==> src/disc_pkg.sv <==
// Shared constants, types and decoding for the disc status and data path
`default_nettype none
package disc_pkg;
  // -------------------------------------------------------------------
  // Widths and sticky flag slots
  // -------------------------------------------------------------------
  localparam int WORD_W = 16;
  localparam int NFLAG = 9;
  localparam int F_UFO = 0;
  localparam int F_CRC = 1;
  localparam int F_MPE = 2;
  localparam int F_WLO = 3;
  localparam int F_SKE = 4;
  localparam int F_EOD = 5;
  localparam int F_EOF = 6;
  localparam int F_EOR = 7;
  localparam int F_SKC = 8;
  // Flags that survive command acceptance (seek error only)
  localparam logic [NFLAG-1:0] KEEP_MASK = 9'h010;
  localparam logic [NFLAG-1:0] FLAG_RESET = 9'h000;
  // -------------------------------------------------------------------
  // Status word positions: status bit n sits at word position 15-n
  // -------------------------------------------------------------------
  localparam int SB_ERR = 15;
  localparam int SB_UFO = 14;
  localparam int SB_CRC = 13;
  localparam int SB_INOP = 12;
  localparam int SB_MPE = 11;
  localparam int SB_WLO = 10;
  localparam int SB_SKE = 9;
  localparam int SB_BUSY = 8;
  localparam int SB_RDY_N = 7;
  localparam int SB_EOD = 6;
  localparam int SB_EOF = 5;
  localparam int SB_EOR = 4;
  localparam int SB_SEEK = 3;
  localparam int SB_SKC = 2;
  // -------------------------------------------------------------------
  // Command word fields and codes
  // -------------------------------------------------------------------
  localparam int CB_RW = 15;
  localparam int CB_CTL = 14;
  localparam int CB_SI = 12;
  localparam int CB_DIR = 11;
  localparam logic [7:0] CYL_MAX = 8'hCA;
  localparam logic [7:0] CYL_RESTORE = 8'hFF;
  localparam logic [1:0] FN_OUT_DATA = 2'h0;
  localparam logic [1:0] FN_IN_DATA = 2'h1;
  localparam logic [1:0] FN_IN_STATUS = 2'h2;
  localparam logic [1:0] FN_OUT_CMD = 2'h3;
  localparam logic [15:0] WORD_RESET = 16'h0000;
  localparam logic [1:0] UNIT_RESET = 2'h0;

  typedef enum logic [2:0] {
    CMD_WRITE, CMD_READ, CMD_CYLSEL, CMD_TERM, CMD_IDLE, CMD_SELECT
  } cmd_type;

  typedef enum logic [2:0] {XF_IDLE, XF_READ, XF_WRITE, XF_HALT, XF_FILL} xfer_type;

  // Command kind from the top bits of an output command word
  function automatic cmd_type decode_cmd(input logic [15:0] w);
    cmd_type k;
    k = CMD_IDLE;
    if (w[CB_RW]) begin
      k = w[CB_DIR] ? CMD_READ : CMD_WRITE;
    end else if (!w[CB_CTL]) begin
      k = CMD_SELECT;
    end else if (w[11:9] == 3'h1) begin
      k = CMD_CYLSEL;
    end else if (w[11] || w[10]) begin
      k = CMD_TERM;
    end
    return k;
  endfunction : decode_cmd
endpackage : disc_pkg
`default_nettype wire

==> src/disc_links_if.sv <==
// Interfaces joining the status block to its flag bank and word buffer
`timescale 1ns/1ps
`default_nettype none
interface flag_link_if;
  logic [disc_pkg::NFLAG-1:0] setVec;
  logic [disc_pkg::NFLAG-1:0] clrVec;
  logic [disc_pkg::NFLAG-1:0] flags;
  modport owner(input setVec, input clrVec, output flags);
  modport user(output setVec, output clrVec, input flags);
endinterface : flag_link_if

interface buf_link_if;
  logic hostLoad;
  logic hostTake;
  logic seqTake;
  logic seqPut;
  logic [15:0] hostWord;
  logic [15:0] seqWord;
  logic [15:0] wrWord;
  logic [15:0] rdWord;
  logic wrFull;
  logic rdFull;
  logic underRun;
  logic overRun;
  modport owner(input hostLoad, hostTake, seqTake, seqPut, hostWord, seqWord,
                output wrWord, rdWord, wrFull, rdFull, underRun, overRun);
  modport user(output hostLoad, hostTake, seqTake, seqPut, hostWord, seqWord,
               input wrWord, rdWord, wrFull, rdFull, underRun, overRun);
endinterface : buf_link_if
`default_nettype wire

==> src/disc_ctrl_status_word.sv <==
// Disc controller programmed data path, status word and service interrupt
`timescale 1ns/1ps
`default_nettype none
module disc_ctrl_status_word (
  input wire logic mclk,
  input wire logic rst_n,
  // Host instruction port
  input wire logic ioStrobe,
  input wire logic [1:0] ioFunc,
  input wire logic [15:0] hostWord,
  output logic [15:0] hostReply,
  output logic hostReplyValid,
  output logic siRequest,
  // Sequencer side
  input wire logic dmpMode,
  input wire logic seqBusy,
  input wire logic seqTake,
  input wire logic seqPut,
  input wire logic [15:0] seqWord,
  output logic [15:0] wrWord,
  output logic wrValid,
  output logic cmdPulse,
  output logic [15:0] cmdWord,
  output logic xferEnable,
  output logic writeEnable,
  output logic xferStop,
  output logic zeroFill,
  // Drive and read-back events
  input wire logic driveInop,
  input wire logic driveSeeking,
  input wire logic writeProtect,
  input wire logic crcErr,
  input wire logic parityErr,
  input wire logic seekFail,
  input wire logic headerMismatch,
  input wire logic recordEnd,
  input wire logic recordEod,
  input wire logic recordEof,
  input wire logic recordEor,
  input wire logic scanSeekDone,
  input wire logic restoreDone
);
  // ---------------------------------------------------------------------
  // Reset release
  // ---------------------------------------------------------------------
  logic rstMeta_r;
  logic rstSync_r;

  // Async assert, two-flop release so no flop leaves reset mid-edge
  always_ff @(posedge mclk or negedge rst_n) begin
    if (!rst_n) begin
      rstMeta_r <= 1'b0;
      rstSync_r <= 1'b0;
    end else begin
      rstMeta_r <= 1'b1;
      rstSync_r <= rstMeta_r;
    end
  end

  // ---------------------------------------------------------------------
  // Sub-blocks
  // ---------------------------------------------------------------------
  flag_link_if fl ();
  buf_link_if bl ();

  sticky_flags u_flags (
    .clk(mclk),
    .rstN(rstSync_r),
    .lnk(fl.owner)
  );

  pio_word_buffer u_buf (
    .clk(mclk),
    .rstN(rstSync_r),
    .lnk(bl.owner)
  );

  // ---------------------------------------------------------------------
  // State
  // ---------------------------------------------------------------------
  disc_pkg::xfer_type xfer_r;
  disc_pkg::xfer_type xfer_nxt;
  logic [15:0] reply_r;
  logic replyValid_r;
  logic siReq_r;
  logic siConn_r;
  logic [1:0] unit_r;
  logic busy_r;
  logic inopPrev_r;
  logic cmdPulse_r;
  logic [15:0] cmdWord_r;
  logic xferEnable_r;
  logic writeEnable_r;
  logic xferStop_r;
  logic zeroFill_r;

  // ---------------------------------------------------------------------
  // Instruction decode
  // ---------------------------------------------------------------------
  wire disc_pkg::cmd_type kind = disc_pkg::decode_cmd(hostWord);
  wire isCmd = ioStrobe && (ioFunc == disc_pkg::FN_OUT_CMD);
  wire isOutData = ioStrobe && (ioFunc == disc_pkg::FN_OUT_DATA);
  wire isInData = ioStrobe && (ioFunc == disc_pkg::FN_IN_DATA);
  wire isInStatus = ioStrobe && (ioFunc == disc_pkg::FN_IN_STATUS);
  // While busy only terminate and idle commands get through
  wire cmdTermOrIdle = (kind == disc_pkg::CMD_TERM) || (kind == disc_pkg::CMD_IDLE);
  wire cmdAccept = isCmd && (!busy_r || cmdTermOrIdle);
  wire acceptRead = cmdAccept && (kind == disc_pkg::CMD_READ);
  wire acceptWrite = cmdAccept && (kind == disc_pkg::CMD_WRITE);
  wire acceptCyl = cmdAccept && (kind == disc_pkg::CMD_CYLSEL);
  wire acceptSel = cmdAccept && (kind == disc_pkg::CMD_SELECT);
  wire acceptTerm = cmdAccept && (kind == disc_pkg::CMD_TERM);
  // Cylinder select, read, write and idle carry the SI connect bit
  wire carriesSi = cmdAccept && !acceptSel && !acceptTerm;
  wire [7:0] cylAddr = hostWord[7:0];
  wire cylBad = (cylAddr > disc_pkg::CYL_MAX) && (cylAddr != disc_pkg::CYL_RESTORE);

  // Data words move by instruction only outside memory-processor mode
  assign bl.hostLoad = isOutData && !dmpMode;
  assign bl.hostTake = isInData && !dmpMode;
  assign bl.hostWord = hostWord;
  assign bl.seqTake = seqTake;
  assign bl.seqPut = seqPut;
  assign bl.seqWord = seqWord;

  // ---------------------------------------------------------------------
  // Flag events
  // ---------------------------------------------------------------------
  wire [disc_pkg::NFLAG-1:0] f = fl.flags;
  wire inWrite = (xfer_r == disc_pkg::XF_WRITE);
  wire inRead = (xfer_r == disc_pkg::XF_READ);
  wire paceMiss = (inWrite && bl.underRun) || (inRead && bl.overRun);
  wire readEor = inRead && recordEnd && recordEor;
  wire seekErrSet = (acceptCyl && cylBad) || seekFail || headerMismatch;
  wire wloSet = acceptWrite && writeProtect;
  wire inopNow = driveInop && !driveSeeking;
  wire busyFall = busy_r && !seqBusy;
  wire inopRise = inopNow && !inopPrev_r && busy_r;
  wire siEvent = busyFall || inopRise || scanSeekDone;

  // Set terms, one per sticky flag
  assign fl.setVec[disc_pkg::F_UFO] = paceMiss;
  assign fl.setVec[disc_pkg::F_CRC] = inRead && crcErr;
  assign fl.setVec[disc_pkg::F_MPE] = dmpMode && parityErr;
  assign fl.setVec[disc_pkg::F_WLO] = wloSet;
  assign fl.setVec[disc_pkg::F_SKE] = seekErrSet;
  assign fl.setVec[disc_pkg::F_EOD] = inRead && recordEnd && recordEod;
  assign fl.setVec[disc_pkg::F_EOF] = inRead && recordEnd && recordEof;
  assign fl.setVec[disc_pkg::F_EOR] = readEor;
  assign fl.setVec[disc_pkg::F_SKC] = scanSeekDone && siConn_r;

  // New command wipes the resettable flags; seek error waits for restore
  assign fl.clrVec = (cmdAccept ? ~disc_pkg::KEEP_MASK : disc_pkg::FLAG_RESET)
                   | (restoreDone ? disc_pkg::KEEP_MASK : disc_pkg::FLAG_RESET);

  // ---------------------------------------------------------------------
  // Status word
  // ---------------------------------------------------------------------
  logic [15:0] status;
  wire errAny = f[disc_pkg::F_UFO] | f[disc_pkg::F_CRC] | inopNow | f[disc_pkg::F_MPE]
              | f[disc_pkg::F_WLO] | f[disc_pkg::F_SKE];
  wire bufReady = (inRead && bl.rdFull) || (inWrite && !bl.wrFull);

  // Bit 0 lands in the top position so the host sees bit order directly
  assign status[disc_pkg::SB_ERR] = ~errAny;
  assign status[disc_pkg::SB_UFO] = f[disc_pkg::F_UFO];
  assign status[disc_pkg::SB_CRC] = f[disc_pkg::F_CRC];
  assign status[disc_pkg::SB_INOP] = inopNow;
  assign status[disc_pkg::SB_MPE] = f[disc_pkg::F_MPE];
  // Plain protection shows here without pulling the error summary low
  assign status[disc_pkg::SB_WLO] = writeProtect | f[disc_pkg::F_WLO];
  assign status[disc_pkg::SB_SKE] = f[disc_pkg::F_SKE];
  assign status[disc_pkg::SB_BUSY] = busy_r;
  assign status[disc_pkg::SB_RDY_N] = ~bufReady;
  assign status[disc_pkg::SB_EOD] = f[disc_pkg::F_EOD];
  assign status[disc_pkg::SB_EOF] = f[disc_pkg::F_EOF];
  assign status[disc_pkg::SB_EOR] = f[disc_pkg::F_EOR];
  assign status[disc_pkg::SB_SEEK] = driveSeeking;
  assign status[disc_pkg::SB_SKC] = f[disc_pkg::F_SKC];
  assign status[1:0] = unit_r;

  // ---------------------------------------------------------------------
  // Transfer state
  // ---------------------------------------------------------------------
  // Any stopping error parks the transfer; terminate or busy falling ends it
  always_comb begin
    xfer_nxt = xfer_r;
    case (xfer_r)
      disc_pkg::XF_IDLE: begin
        if (acceptRead && !f[disc_pkg::F_SKE]) xfer_nxt = disc_pkg::XF_READ;
        else if (acceptWrite && !writeProtect && !f[disc_pkg::F_SKE]) xfer_nxt = disc_pkg::XF_WRITE;
      end
      disc_pkg::XF_READ: begin
        if (paceMiss || crcErr || readEor || seekErrSet) begin
          xfer_nxt = disc_pkg::XF_HALT;
        end
      end
      disc_pkg::XF_WRITE: begin
        if (paceMiss) xfer_nxt = disc_pkg::XF_FILL;
        else if (seekErrSet) xfer_nxt = disc_pkg::XF_HALT;
      end
      disc_pkg::XF_HALT, disc_pkg::XF_FILL: begin
        xfer_nxt = xfer_r;
      end
      default: begin
        xfer_nxt = disc_pkg::XF_IDLE;
      end
    endcase
    if (acceptTerm || busyFall) xfer_nxt = disc_pkg::XF_IDLE;
  end

  always_ff @(posedge mclk or negedge rstSync_r) begin
    if (!rstSync_r) xfer_r <= disc_pkg::XF_IDLE;
    else xfer_r <= xfer_nxt;
  end

  // ---------------------------------------------------------------------
  // Sequencer controls
  // ---------------------------------------------------------------------
  // Seek error shuts both the data path and the write gate
  always_ff @(posedge mclk or negedge rstSync_r) begin
    if (!rstSync_r) begin
      xferEnable_r <= 1'b0;
      writeEnable_r <= 1'b0;
      xferStop_r <= 1'b0;
      zeroFill_r <= 1'b0;
    end else begin
      xferEnable_r <= (xfer_nxt == disc_pkg::XF_READ || xfer_nxt == disc_pkg::XF_WRITE)
                      && !f[disc_pkg::F_SKE];
      writeEnable_r <= (xfer_nxt == disc_pkg::XF_WRITE) && !f[disc_pkg::F_SKE];
      xferStop_r <= (xfer_nxt == disc_pkg::XF_HALT) || (xfer_nxt == disc_pkg::XF_FILL);
      zeroFill_r <= (xfer_nxt == disc_pkg::XF_FILL);
    end
  end

  // Command word handed on unchanged for the sequencer to execute
  always_ff @(posedge mclk or negedge rstSync_r) begin
    if (!rstSync_r) begin
      cmdPulse_r <= 1'b0;
      cmdWord_r <= disc_pkg::WORD_RESET;
    end else begin
      cmdPulse_r <= cmdAccept;
      if (cmdAccept) cmdWord_r <= hostWord;
    end
  end

  // ---------------------------------------------------------------------
  // Busy, selection and service interrupt
  // ---------------------------------------------------------------------
  // Busy follows the sequencer, which never goes busy on drive select
  always_ff @(posedge mclk or negedge rstSync_r) begin
    if (!rstSync_r) begin
      busy_r <= 1'b0;
      inopPrev_r <= 1'b0;
    end else begin
      busy_r <= seqBusy;
      inopPrev_r <= inopNow;
    end
  end

  // Connect state and selected unit change only on an accepted command
  always_ff @(posedge mclk or negedge rstSync_r) begin
    if (!rstSync_r) begin
      siConn_r <= 1'b0;
      unit_r <= disc_pkg::UNIT_RESET;
    end else begin
      if (carriesSi) siConn_r <= hostWord[disc_pkg::CB_SI];
      if (acceptSel) unit_r <= hostWord[1:0];
    end
  end

  // Unconnected interrupts are dropped; scan seek done is not flagged in status either
  always_ff @(posedge mclk or negedge rstSync_r) begin
    if (!rstSync_r) siReq_r <= 1'b0;
    else siReq_r <= siEvent && siConn_r;
  end

  // ---------------------------------------------------------------------
  // Host reply
  // ---------------------------------------------------------------------
  // Reply one cycle after the instruction; no reply on memory-processor data
  always_ff @(posedge mclk or negedge rstSync_r) begin
    if (!rstSync_r) begin
      reply_r <= disc_pkg::WORD_RESET;
      replyValid_r <= 1'b0;
    end else begin
      replyValid_r <= isInStatus || bl.hostTake;
      if (isInStatus) reply_r <= status;
      else if (bl.hostTake) reply_r <= bl.rdWord;
    end
  end

  // ---------------------------------------------------------------------
  // Outputs
  // ---------------------------------------------------------------------
  assign hostReply = reply_r;
  assign hostReplyValid = replyValid_r;
  assign siRequest = siReq_r;
  assign wrWord = bl.wrWord;
  assign wrValid = bl.wrFull;
  assign cmdPulse = cmdPulse_r;
  assign cmdWord = cmdWord_r;
  assign xferEnable = xferEnable_r;
  assign writeEnable = writeEnable_r;
  assign xferStop = xferStop_r;
  assign zeroFill = zeroFill_r;
endmodule : disc_ctrl_status_word
`default_nettype wire

==> src/sticky_flags.sv <==
// Bank of sticky status flags where a set beats a clear
`timescale 1ns/1ps
`default_nettype none
module sticky_flags (
  input wire logic clk,
  input wire logic rstN,
  flag_link_if.owner lnk
);
  logic [disc_pkg::NFLAG-1:0] flag_r;
  logic [disc_pkg::NFLAG-1:0] flag_nxt;

  // Set wins so an event landing on the clearing command is kept
  genvar i;
  generate
    for (i = 0; i < disc_pkg::NFLAG; i++) begin : g_flag
      assign flag_nxt[i] = lnk.setVec[i] | (flag_r[i] & ~lnk.clrVec[i]);
    end
  endgenerate

  always_ff @(posedge clk or negedge rstN) begin
    if (!rstN) flag_r <= disc_pkg::FLAG_RESET;
    else flag_r <= flag_nxt;
  end

  assign lnk.flags = flag_r;
endmodule : sticky_flags
`default_nettype wire

==> src/pio_word_buffer.sv <==
// One-word holding registers for programmed writes and reads
`timescale 1ns/1ps
`default_nettype none
module pio_word_buffer (
  input wire logic clk,
  input wire logic rstN,
  buf_link_if.owner lnk
);
  logic [15:0] wrWord_r;
  logic [15:0] rdWord_r;
  logic wrFull_r;
  logic rdFull_r;
  logic underRun_r;
  logic overRun_r;

  // Host fills the write word, sequencer drains it; the reverse on reads
  always_ff @(posedge clk or negedge rstN) begin
    if (!rstN) begin
      wrWord_r <= disc_pkg::WORD_RESET;
      rdWord_r <= disc_pkg::WORD_RESET;
      wrFull_r <= 1'b0;
      rdFull_r <= 1'b0;
      underRun_r <= 1'b0;
      overRun_r <= 1'b0;
    end else begin
      if (lnk.hostLoad) wrWord_r <= lnk.hostWord;
      if (lnk.seqPut) rdWord_r <= lnk.seqWord;
      wrFull_r <= lnk.hostLoad | (wrFull_r & ~lnk.seqTake);
      rdFull_r <= lnk.seqPut | (rdFull_r & ~lnk.hostTake);
      // Host missed the pace: take from empty, or put over unread word
      underRun_r <= lnk.seqTake & ~wrFull_r;
      overRun_r <= lnk.seqPut & rdFull_r & ~lnk.hostTake;
    end
  end

  assign lnk.wrWord = wrWord_r;
  assign lnk.rdWord = rdWord_r;
  assign lnk.wrFull = wrFull_r;
  assign lnk.rdFull = rdFull_r;
  assign lnk.underRun = underRun_r;
  assign lnk.overRun = overRun_r;
endmodule : pio_word_buffer
`default_nettype wire

==> config.mk <==
export PLATFORM = sky130hd
export DESIGN_NAME = disc_ctrl_status_word
export DESIGN_NICKNAME = d
export VERILOG_FILES = /design/src/disc_pkg.sv /design/src/disc_links_if.sv /design/src/disc_ctrl_status_word.sv /design/src/sticky_flags.sv /design/src/pio_word_buffer.sv
export SDC_FILE = /design/constraint.sdc
export NUM_CORES = 1
export LEC_CHECK = 0
export ABC_AREA = 1
export BUFFER_PORTS_ARGS = -buffer_cell sky130_fd_sc_hd__buf_2
export CORE_MARGIN = 2
export CORE_UTILIZATION = 40
export CTS_CLUSTER_SIZE = 25
export DETAILED_ROUTE_END_ITERATION = 16
export PLACE_DENSITY = 0.71
export SYNTH_ARGS = -nofsm -noshare
export SYNTH_HDL_FRONTEND = slang
export SYNTH_SLANG_ARGS = --single-unit
==> constraint.sdc <==
create_clock -name mclk -period 7.22 [get_ports mclk]
set_clock_uncertainty 0.1 [all_clocks]
set_input_delay 0 -clock mclk [delete_from_list [all_inputs] [get_ports mclk]]
set_output_delay 0 -clock mclk [all_outputs]
set_load 0.03 [all_outputs]
After elaboration in Yosys (flattened, before gate mapping). Index checks and enable logic that the tools add are counted.

Register bits after elaboration: 94. Word-level logic and storage cells: 173. Bits of input ports: 54. Output and inout port bits: 56.

Mux-type cells: 16. Order comparisons: 1. Reduce and logical (&&, ||, !) cells: 69. Equality and inequality tests: 18. Bitwise operators: 46.

Operator list (count): 1-bit logical AND (38); 16-bit 2-to-1 mux (2); 3-bit 2-to-1 mux (10); 3-bit by 2-bit equality test with 1-bit output, second input constant (6); 1-bit OR (17); 1-bit logical OR (16); 1-bit bitwise AND (14); 1-bit NOT (14); 3-bit by 1-bit equality test with 1-bit output, second input constant (4); 3-bit equality test, second input constant (4); 3-bit one-hot mux with 4 select lines (1); 1-bit logical NOT (10); 9-bit 2-to-1 mux (1); 9-bit by 5-bit OR with 9-bit output (1); 8-bit greater-than comparator, second input constant (1); 8-bit inequality test, second input constant (1); 3-bit logical NOT (2); 5-bit 2-to-1 mux (1); 2-bit equality test, second input constant (2); 2-bit by 1-bit equality test with 1-bit output, second input constant (1); 2-bit logical NOT (1); 2-bit nonzero test (1); 2-bit OR reduction (1); 1-bit 2-to-1 mux (1).

Depth between registers and ports, before layout.
Depth after elaboration: 20. Depth in mapped cells: 14. Depth with buffers taken out: 14.

By module. From an unflattened synthesis, not the netlist that was laid out.

Cells, all modules: 463. Area total of the unflattened synthesis: 4070.2 um^2.

By module, submodules not included: disc_ctrl_status_word (times used 1, area an instance 2313.5 um^2, cells an instance 269, sequential area each 1226.2 um^2); pio_word_buffer (times used 1, area an instance 1396.3 um^2, cells an instance 149, sequential area each 900.9 um^2); sticky_flags (times used 1, area an instance 360.3 um^2, cells an instance 45, sequential area each 225.2 um^2).

Worst setup path after synthesis. Ideal clock, no wire load.

Kind: reg2reg. From: register xfer_r[0]. To: register xferEnable_r, in the netlist xferEnable. Cell stages (with the launch flop): 11. Data required time: 7.001 ns. Clock period less this slack: 1.544 ns. Library setup time: 0.119 ns. Arrival: 1.325 ns. Path slack: 5.676 ns. Path through: dfrtp_1 nor3_1 nand2_1 nand2_1 inv_1 nand2_1 nand2_1 nand2_1 nand2_2 o21ai_1 nor2_1.

Cells in the longest elaborated chain, start to end: 12. Elaborated cells on any way between the ends: 25.

Ends and longest elaborated chain: start, declared (RTL line disc_ctrl_status_word.sv:81) `disc_pkg::xfer_type xfer_r;`; start signal, assigned (RTL line disc_ctrl_status_word.sv:213) `if (!rstSync_r) xfer_r <= disc_pkg::XF_IDLE;`; start signal, assigned (RTL line disc_ctrl_status_word.sv:214) `else xfer_r <= xfer_nxt;`; 3-bit by 2-bit equality test with 1-bit output or 3-bit by 1-bit equality test with 1-bit output (tied branches) (RTL line disc_ctrl_status_word.sv:130, disc_ctrl_status_word.sv:188, disc_ctrl_status_word.sv:131); 1-bit logical AND (RTL line disc_ctrl_status_word.sv:132) `wire paceMiss = (inWrite && bl.underRun) || (inRead && bl.overRun);`; 1-bit logical OR (RTL line disc_ctrl_status_word.sv:132); 1-bit logical OR (3 in series) (RTL line disc_ctrl_status_word.sv:194) `if (paceMiss || crcErr || readEor || seekErrSet) begin`; 3-bit 2-to-1 mux (RTL line disc_ctrl_status_word.sv:194); 3-bit one-hot mux with 4 select lines * (RTL line disc_ctrl_status_word.sv:188) `case (xfer_r)`; 3-bit 2-to-1 mux * (RTL line disc_ctrl_status_word.sv:209) `if (acceptTerm || busyFall) xfer_nxt = disc_pkg::XF_IDLE;`; 3-bit by 1-bit equality test with 1-bit output or 3-bit by 2-bit equality test with 1-bit output (tied branches) (RTL line disc_ctrl_status_word.sv:228) `xferEnable_r <= (xfer_nxt == disc_pkg::XF_READ || xfer_nxt == disc_pkg::XF_WRITE)`; 1-bit logical OR * (RTL line disc_ctrl_status_word.sv:228); 1-bit logical AND * (RTL line disc_ctrl_status_word.sv:229) `&& !f[disc_pkg::F_SKE];`; end signal, assigned (RTL line disc_ctrl_status_word.sv:228); end, declared (RTL line disc_ctrl_status_word.sv:92) `logic xferEnable_r;`.

Mark *: on every way between the ends. The rest lies on a longest branch, timed or not. A chain may end at the register's enable or synchronous reset.

Worst setup path in the final report.
From: input hostWord[14]. To: register siConn_r.

Cells in the longest elaborated chain, start to end: 10. Elaborated cells on any way between the ends: 14.

Ends and longest elaborated chain: start, declared (RTL line disc_ctrl_status_word.sv:10) `input wire logic [15:0] hostWord,`; 3-bit 2-to-1 mux * (RTL line disc_pkg.sv:66) `end else if (!w[CB_CTL]) begin`; 3-bit 2-to-1 mux * (RTL line disc_pkg.sv:64) `if (w[CB_RW]) begin`; 3-bit by 2-bit equality test with 1-bit output or 3-bit equality test (tied branches) (RTL line disc_ctrl_status_word.sv:106, disc_ctrl_status_word.sv:112); 1-bit logical OR (RTL line disc_ctrl_status_word.sv:106) `wire cmdTermOrIdle = (kind == disc_pkg::CMD_TERM) || (kind == disc_pkg::CMD_IDLE);`; 1-bit logical OR (RTL line disc_ctrl_status_word.sv:107) `wire cmdAccept = isCmd && (!busy_r || cmdTermOrIdle);`; 1-bit logical AND (RTL line disc_ctrl_status_word.sv:107); 1-bit logical AND (RTL line disc_ctrl_status_word.sv:111) `wire acceptSel = cmdAccept && (kind == disc_pkg::CMD_SELECT);`; 1-bit logical NOT (RTL line disc_ctrl_status_word.sv:114) `wire carriesSi = cmdAccept && !acceptSel && !acceptTerm;`; 1-bit logical AND (RTL line disc_ctrl_status_word.sv:114); 1-bit logical AND * (RTL line disc_ctrl_status_word.sv:114); end signal, assigned (RTL line disc_ctrl_status_word.sv:267) `if (carriesSi) siConn_r <= hostWord[disc_pkg::CB_SI];`; end, declared (RTL line disc_ctrl_status_word.sv:86) `logic siConn_r;`.

Marked as above.

==> results_dict.tcl <==
set metrics [dict create \
    r2r_end "siConn_r" \
    min_from "seqPut" \
    post_cts_buffers 0 \
    whs_path_depth 3 \
    rrSetupSlack_ps 5330 \
    htreeDepth 3 \
    fin_tns_setup_ps 0 \
    slowest_stage "inv_1" \
    path_max_fanout 31 \
    cp.required_ps 7370 \
    layout.area.seq_um2 2360 \
    die_area_um2 10500 \
    die_x_um 102 \
    cts_root_buffer "clkbuf_8" \
    grt_overflow 0 \
    violations "hold timing" \
    antenna_found_initial 0 \
    synth_edf_count 0 \
    critPathBufInv 4 \
    rsz0062_at_grt "no" \
    power_uw 1450 \
    slew_headroom_pct 42.9 \
    area_delta_synth_final_pct 38.9 \
    vdd_drop_max_mv 0.125 \
    async_flop_share_pct 100 \
    hold_viol 1 \
    yosys.cell_types.count 27 \
    cts_buffers 9 \
    fill_cells 869 \
    max_clock_freq_mhz 496 \
    clk_pin_slew_ps 90 \
    avgViaCountPerCell 4.74 \
    ys_seq_area_share_pct 60.9 \
    timing.hold.ws_ps -0.272 \
    num-nets-final 656 \
    drv_slew 0 \
    multiInputGateArea_um2 1280 \
    num_vias 3488 \
    maxCapViolations 0 \
    drive_gt1_share_pct 24.5 \
    routed_wl_um 10000 \
    critPathTopFamily "buffers and inverters" \
    yosys_warnings 0 \
    rows 35 \
    tightestPinTransition_ps 855 \
    start_kind "input pin" \
    synth_cells 428 \
    cts_repair_resize_count 0 \
    fin_crit_ps 2020 \
    min_to "u_buf.lnk.rdWord[3]" \
    synth.most_common_cell "nand2_1" \
    crit_top_cell "nand2_1" \
    post-place-cells 655 \
    post-route-drc-count 0 \
    initial_utilization_pct 41.6 \
    powerDensity_nw_per_um2 270 \
    ant_nets 0 \
    track_usage_pct 20.5 \
    path_class "input pin to flop" \
    place.gp.congestion 0.898 \
    netlist_area_um2 3860 \
    max_stage_delay_ps 660 \
    dpl.hpwl_um 7040 \
    drt_pass1_iterations 5 \
    drtIter0Drc 160 \
    crit_arrival_ps 2160 \
    avgSynthCellArea_um2 9.02 \
    p_leak_uw 0.00281 \
    grt_pass1_vias 3447 \
    status "finished with violations" \
    grt_first_pass_wirelength_um 16400 \
    synth_ff_type "dfrtp_1" \
    syn_nets 482 \
    clk_path_buf_depth 2 \
    antennaDiodeCount 0 \
    critPathCaptureType "flop" \
    dieHeight_um 102 \
    synth_area_leaders "dfrtp_1 (61%), nand2_1 (13%), o21ai_0 (7.3%)" \
    clk_latency_ps 360 \
    hold_path_class "input pin to flop" \
    fin_crit_sh_pct 27.9 \
    synth_top_cell_by_area "dfrtp_1" \
    synth_seq_cells 94 \
    io_pins 110 \
    drt-wirelength-per-cell_um 13.6 \
    finalSetupViolCount 0 \
    finalNonFillerCells 736 \
    yosysTopAreaCellShare_pct 60.9 \
    portBuffers 109 \
    r2r_cells 7 \
    yosys-top-cells-count "nand2_1 (135), dfrtp_1 (94), o21ai_0 (56), inv_1 (45), nor2_1 (29)" \
    clock_sinks 94 \
    worstPathCellList "dlygate4sd3_1 > buf_2 > inv_1 > nor2_1 > nand3_1 > nand2_1 > nand2_1 > nand2_4 > inv_1 > nor2_1 > nand2_1 > o21ai_0" \
    cts_tree "done" \
    core_um2 9280 \
    grt_max_degree 60 \
    r2r-start "busy_r" \
]
[per-stage QoR]
| step | setup WS (ps) | util, % | instance area, um^2 | hold WS [ps] |
|---|---|---|---|---|
| finish | 5200 | 57.8 | 5370 | -0.272 |
| global route | 4930 | 57.8 | 5370 | 40.6 |
| CTS | 5190 | 57.7 | 5360 | 0.132 |
| detailed placement | 5310 | 48.8 | 4530 | -313 |
| global placement | 5390 | 48.8 | 4530 | -314 |
| floorplan | 4310 | - | 3860 | -396 |
[tightest hold or removal path, cell delays in order]
cell	delay, ps
buf_2	240
nand2_1	100
o21ai_0	80
[placed cells by master, fill, tap and decap left out, types with 7 or more instances in the layout]
cell / netlist / layout
nand2_1: 135 / 135
buf_2: 3 / 109
inv_1: 45 / 45
clkbuf_8: 0 / 10
a21oi_1: 8 / 8
o21ai_0: 56 / 56
dlygate4sd3_1: 0 / 65
nand3_1: 13 / 13
nor2_1: 29 / 29
mux2_2: 7 / 7
dfrtp_1: 94 / 93
[worst max-delay path by stage]
stage / startpoint / to / depth (start not counted)
6_report: hostWord[14] / siConn_r / 12
2_1_floorplan: rstSync_r / busy_r / 0
5_1_grt: hostWord[10] / siConn_r / 12
4_1_cts: hostWord[14] / siConn_r / 12
3_3_place_gp: busy_r / siConn_r / 7
3_5_place_dp: busy_r / siConn_r / 7
[final cells by class]
class                           instances  area share, %
Tap cell                              129           3.01
Clock buffer                           10           2.57
Clock inverter                          6          0.840
Sequential cell                        94           43.9
Timing Repair Buffer                  175           22.4
Inverter                               48           3.36
Multi-Input combinational cell        274           23.9
[report_power, final]
part           switching (uW)  total (uW)  internal (uW)
Combinational             286         437            150
Sequential               61.3         687            626
Clock                     191         326            136
[cell families after synthesis]
family / count (synthesis) / synth area share [%]
flops: 94 / 60.9
buf+inv: 60 / 5.93
simple gates: 190 / 20.1
compound gates: 76 / 10.9
other cells: 1 / 0.0971
mux: 7 / 2.04
[flip-flops by register name (all words and copies together) (netlist names), 2 cells and up]
| name | cells |
|---|---|
| u_buf.lnk.wrWord | 16 |
| u_buf.lnk.rdWord | 16 |
| xfer_r | 3 |
| unit_r | 2 |
| cmdWord | 16 |
| hostReply | 16 |
| u_flags.lnk.flags | 9 |
[routing by layer]
| layer | share of wire [%] | track usage, % | vias to the layer above |
|---|---|---|---|
| li1 | - | - | 1703 |
| met1 | 44 | 27.6 | 1670 |
| met2 | 48 | 32.8 | 100 |
| met3 | 6.0 | 4.65 | 15 |
| met4 | 1.9 | 7.08 | 0 |
| met5 | 0 | 0 | - |
[what timing repair did]
item / 4_1_cts / 5_1_grt
hold buffers: 64 / 1
setup endpoints to repair: 0 / 0
hold endpoints to repair: 70 / 1
Power figures use the tool's default switching activity.
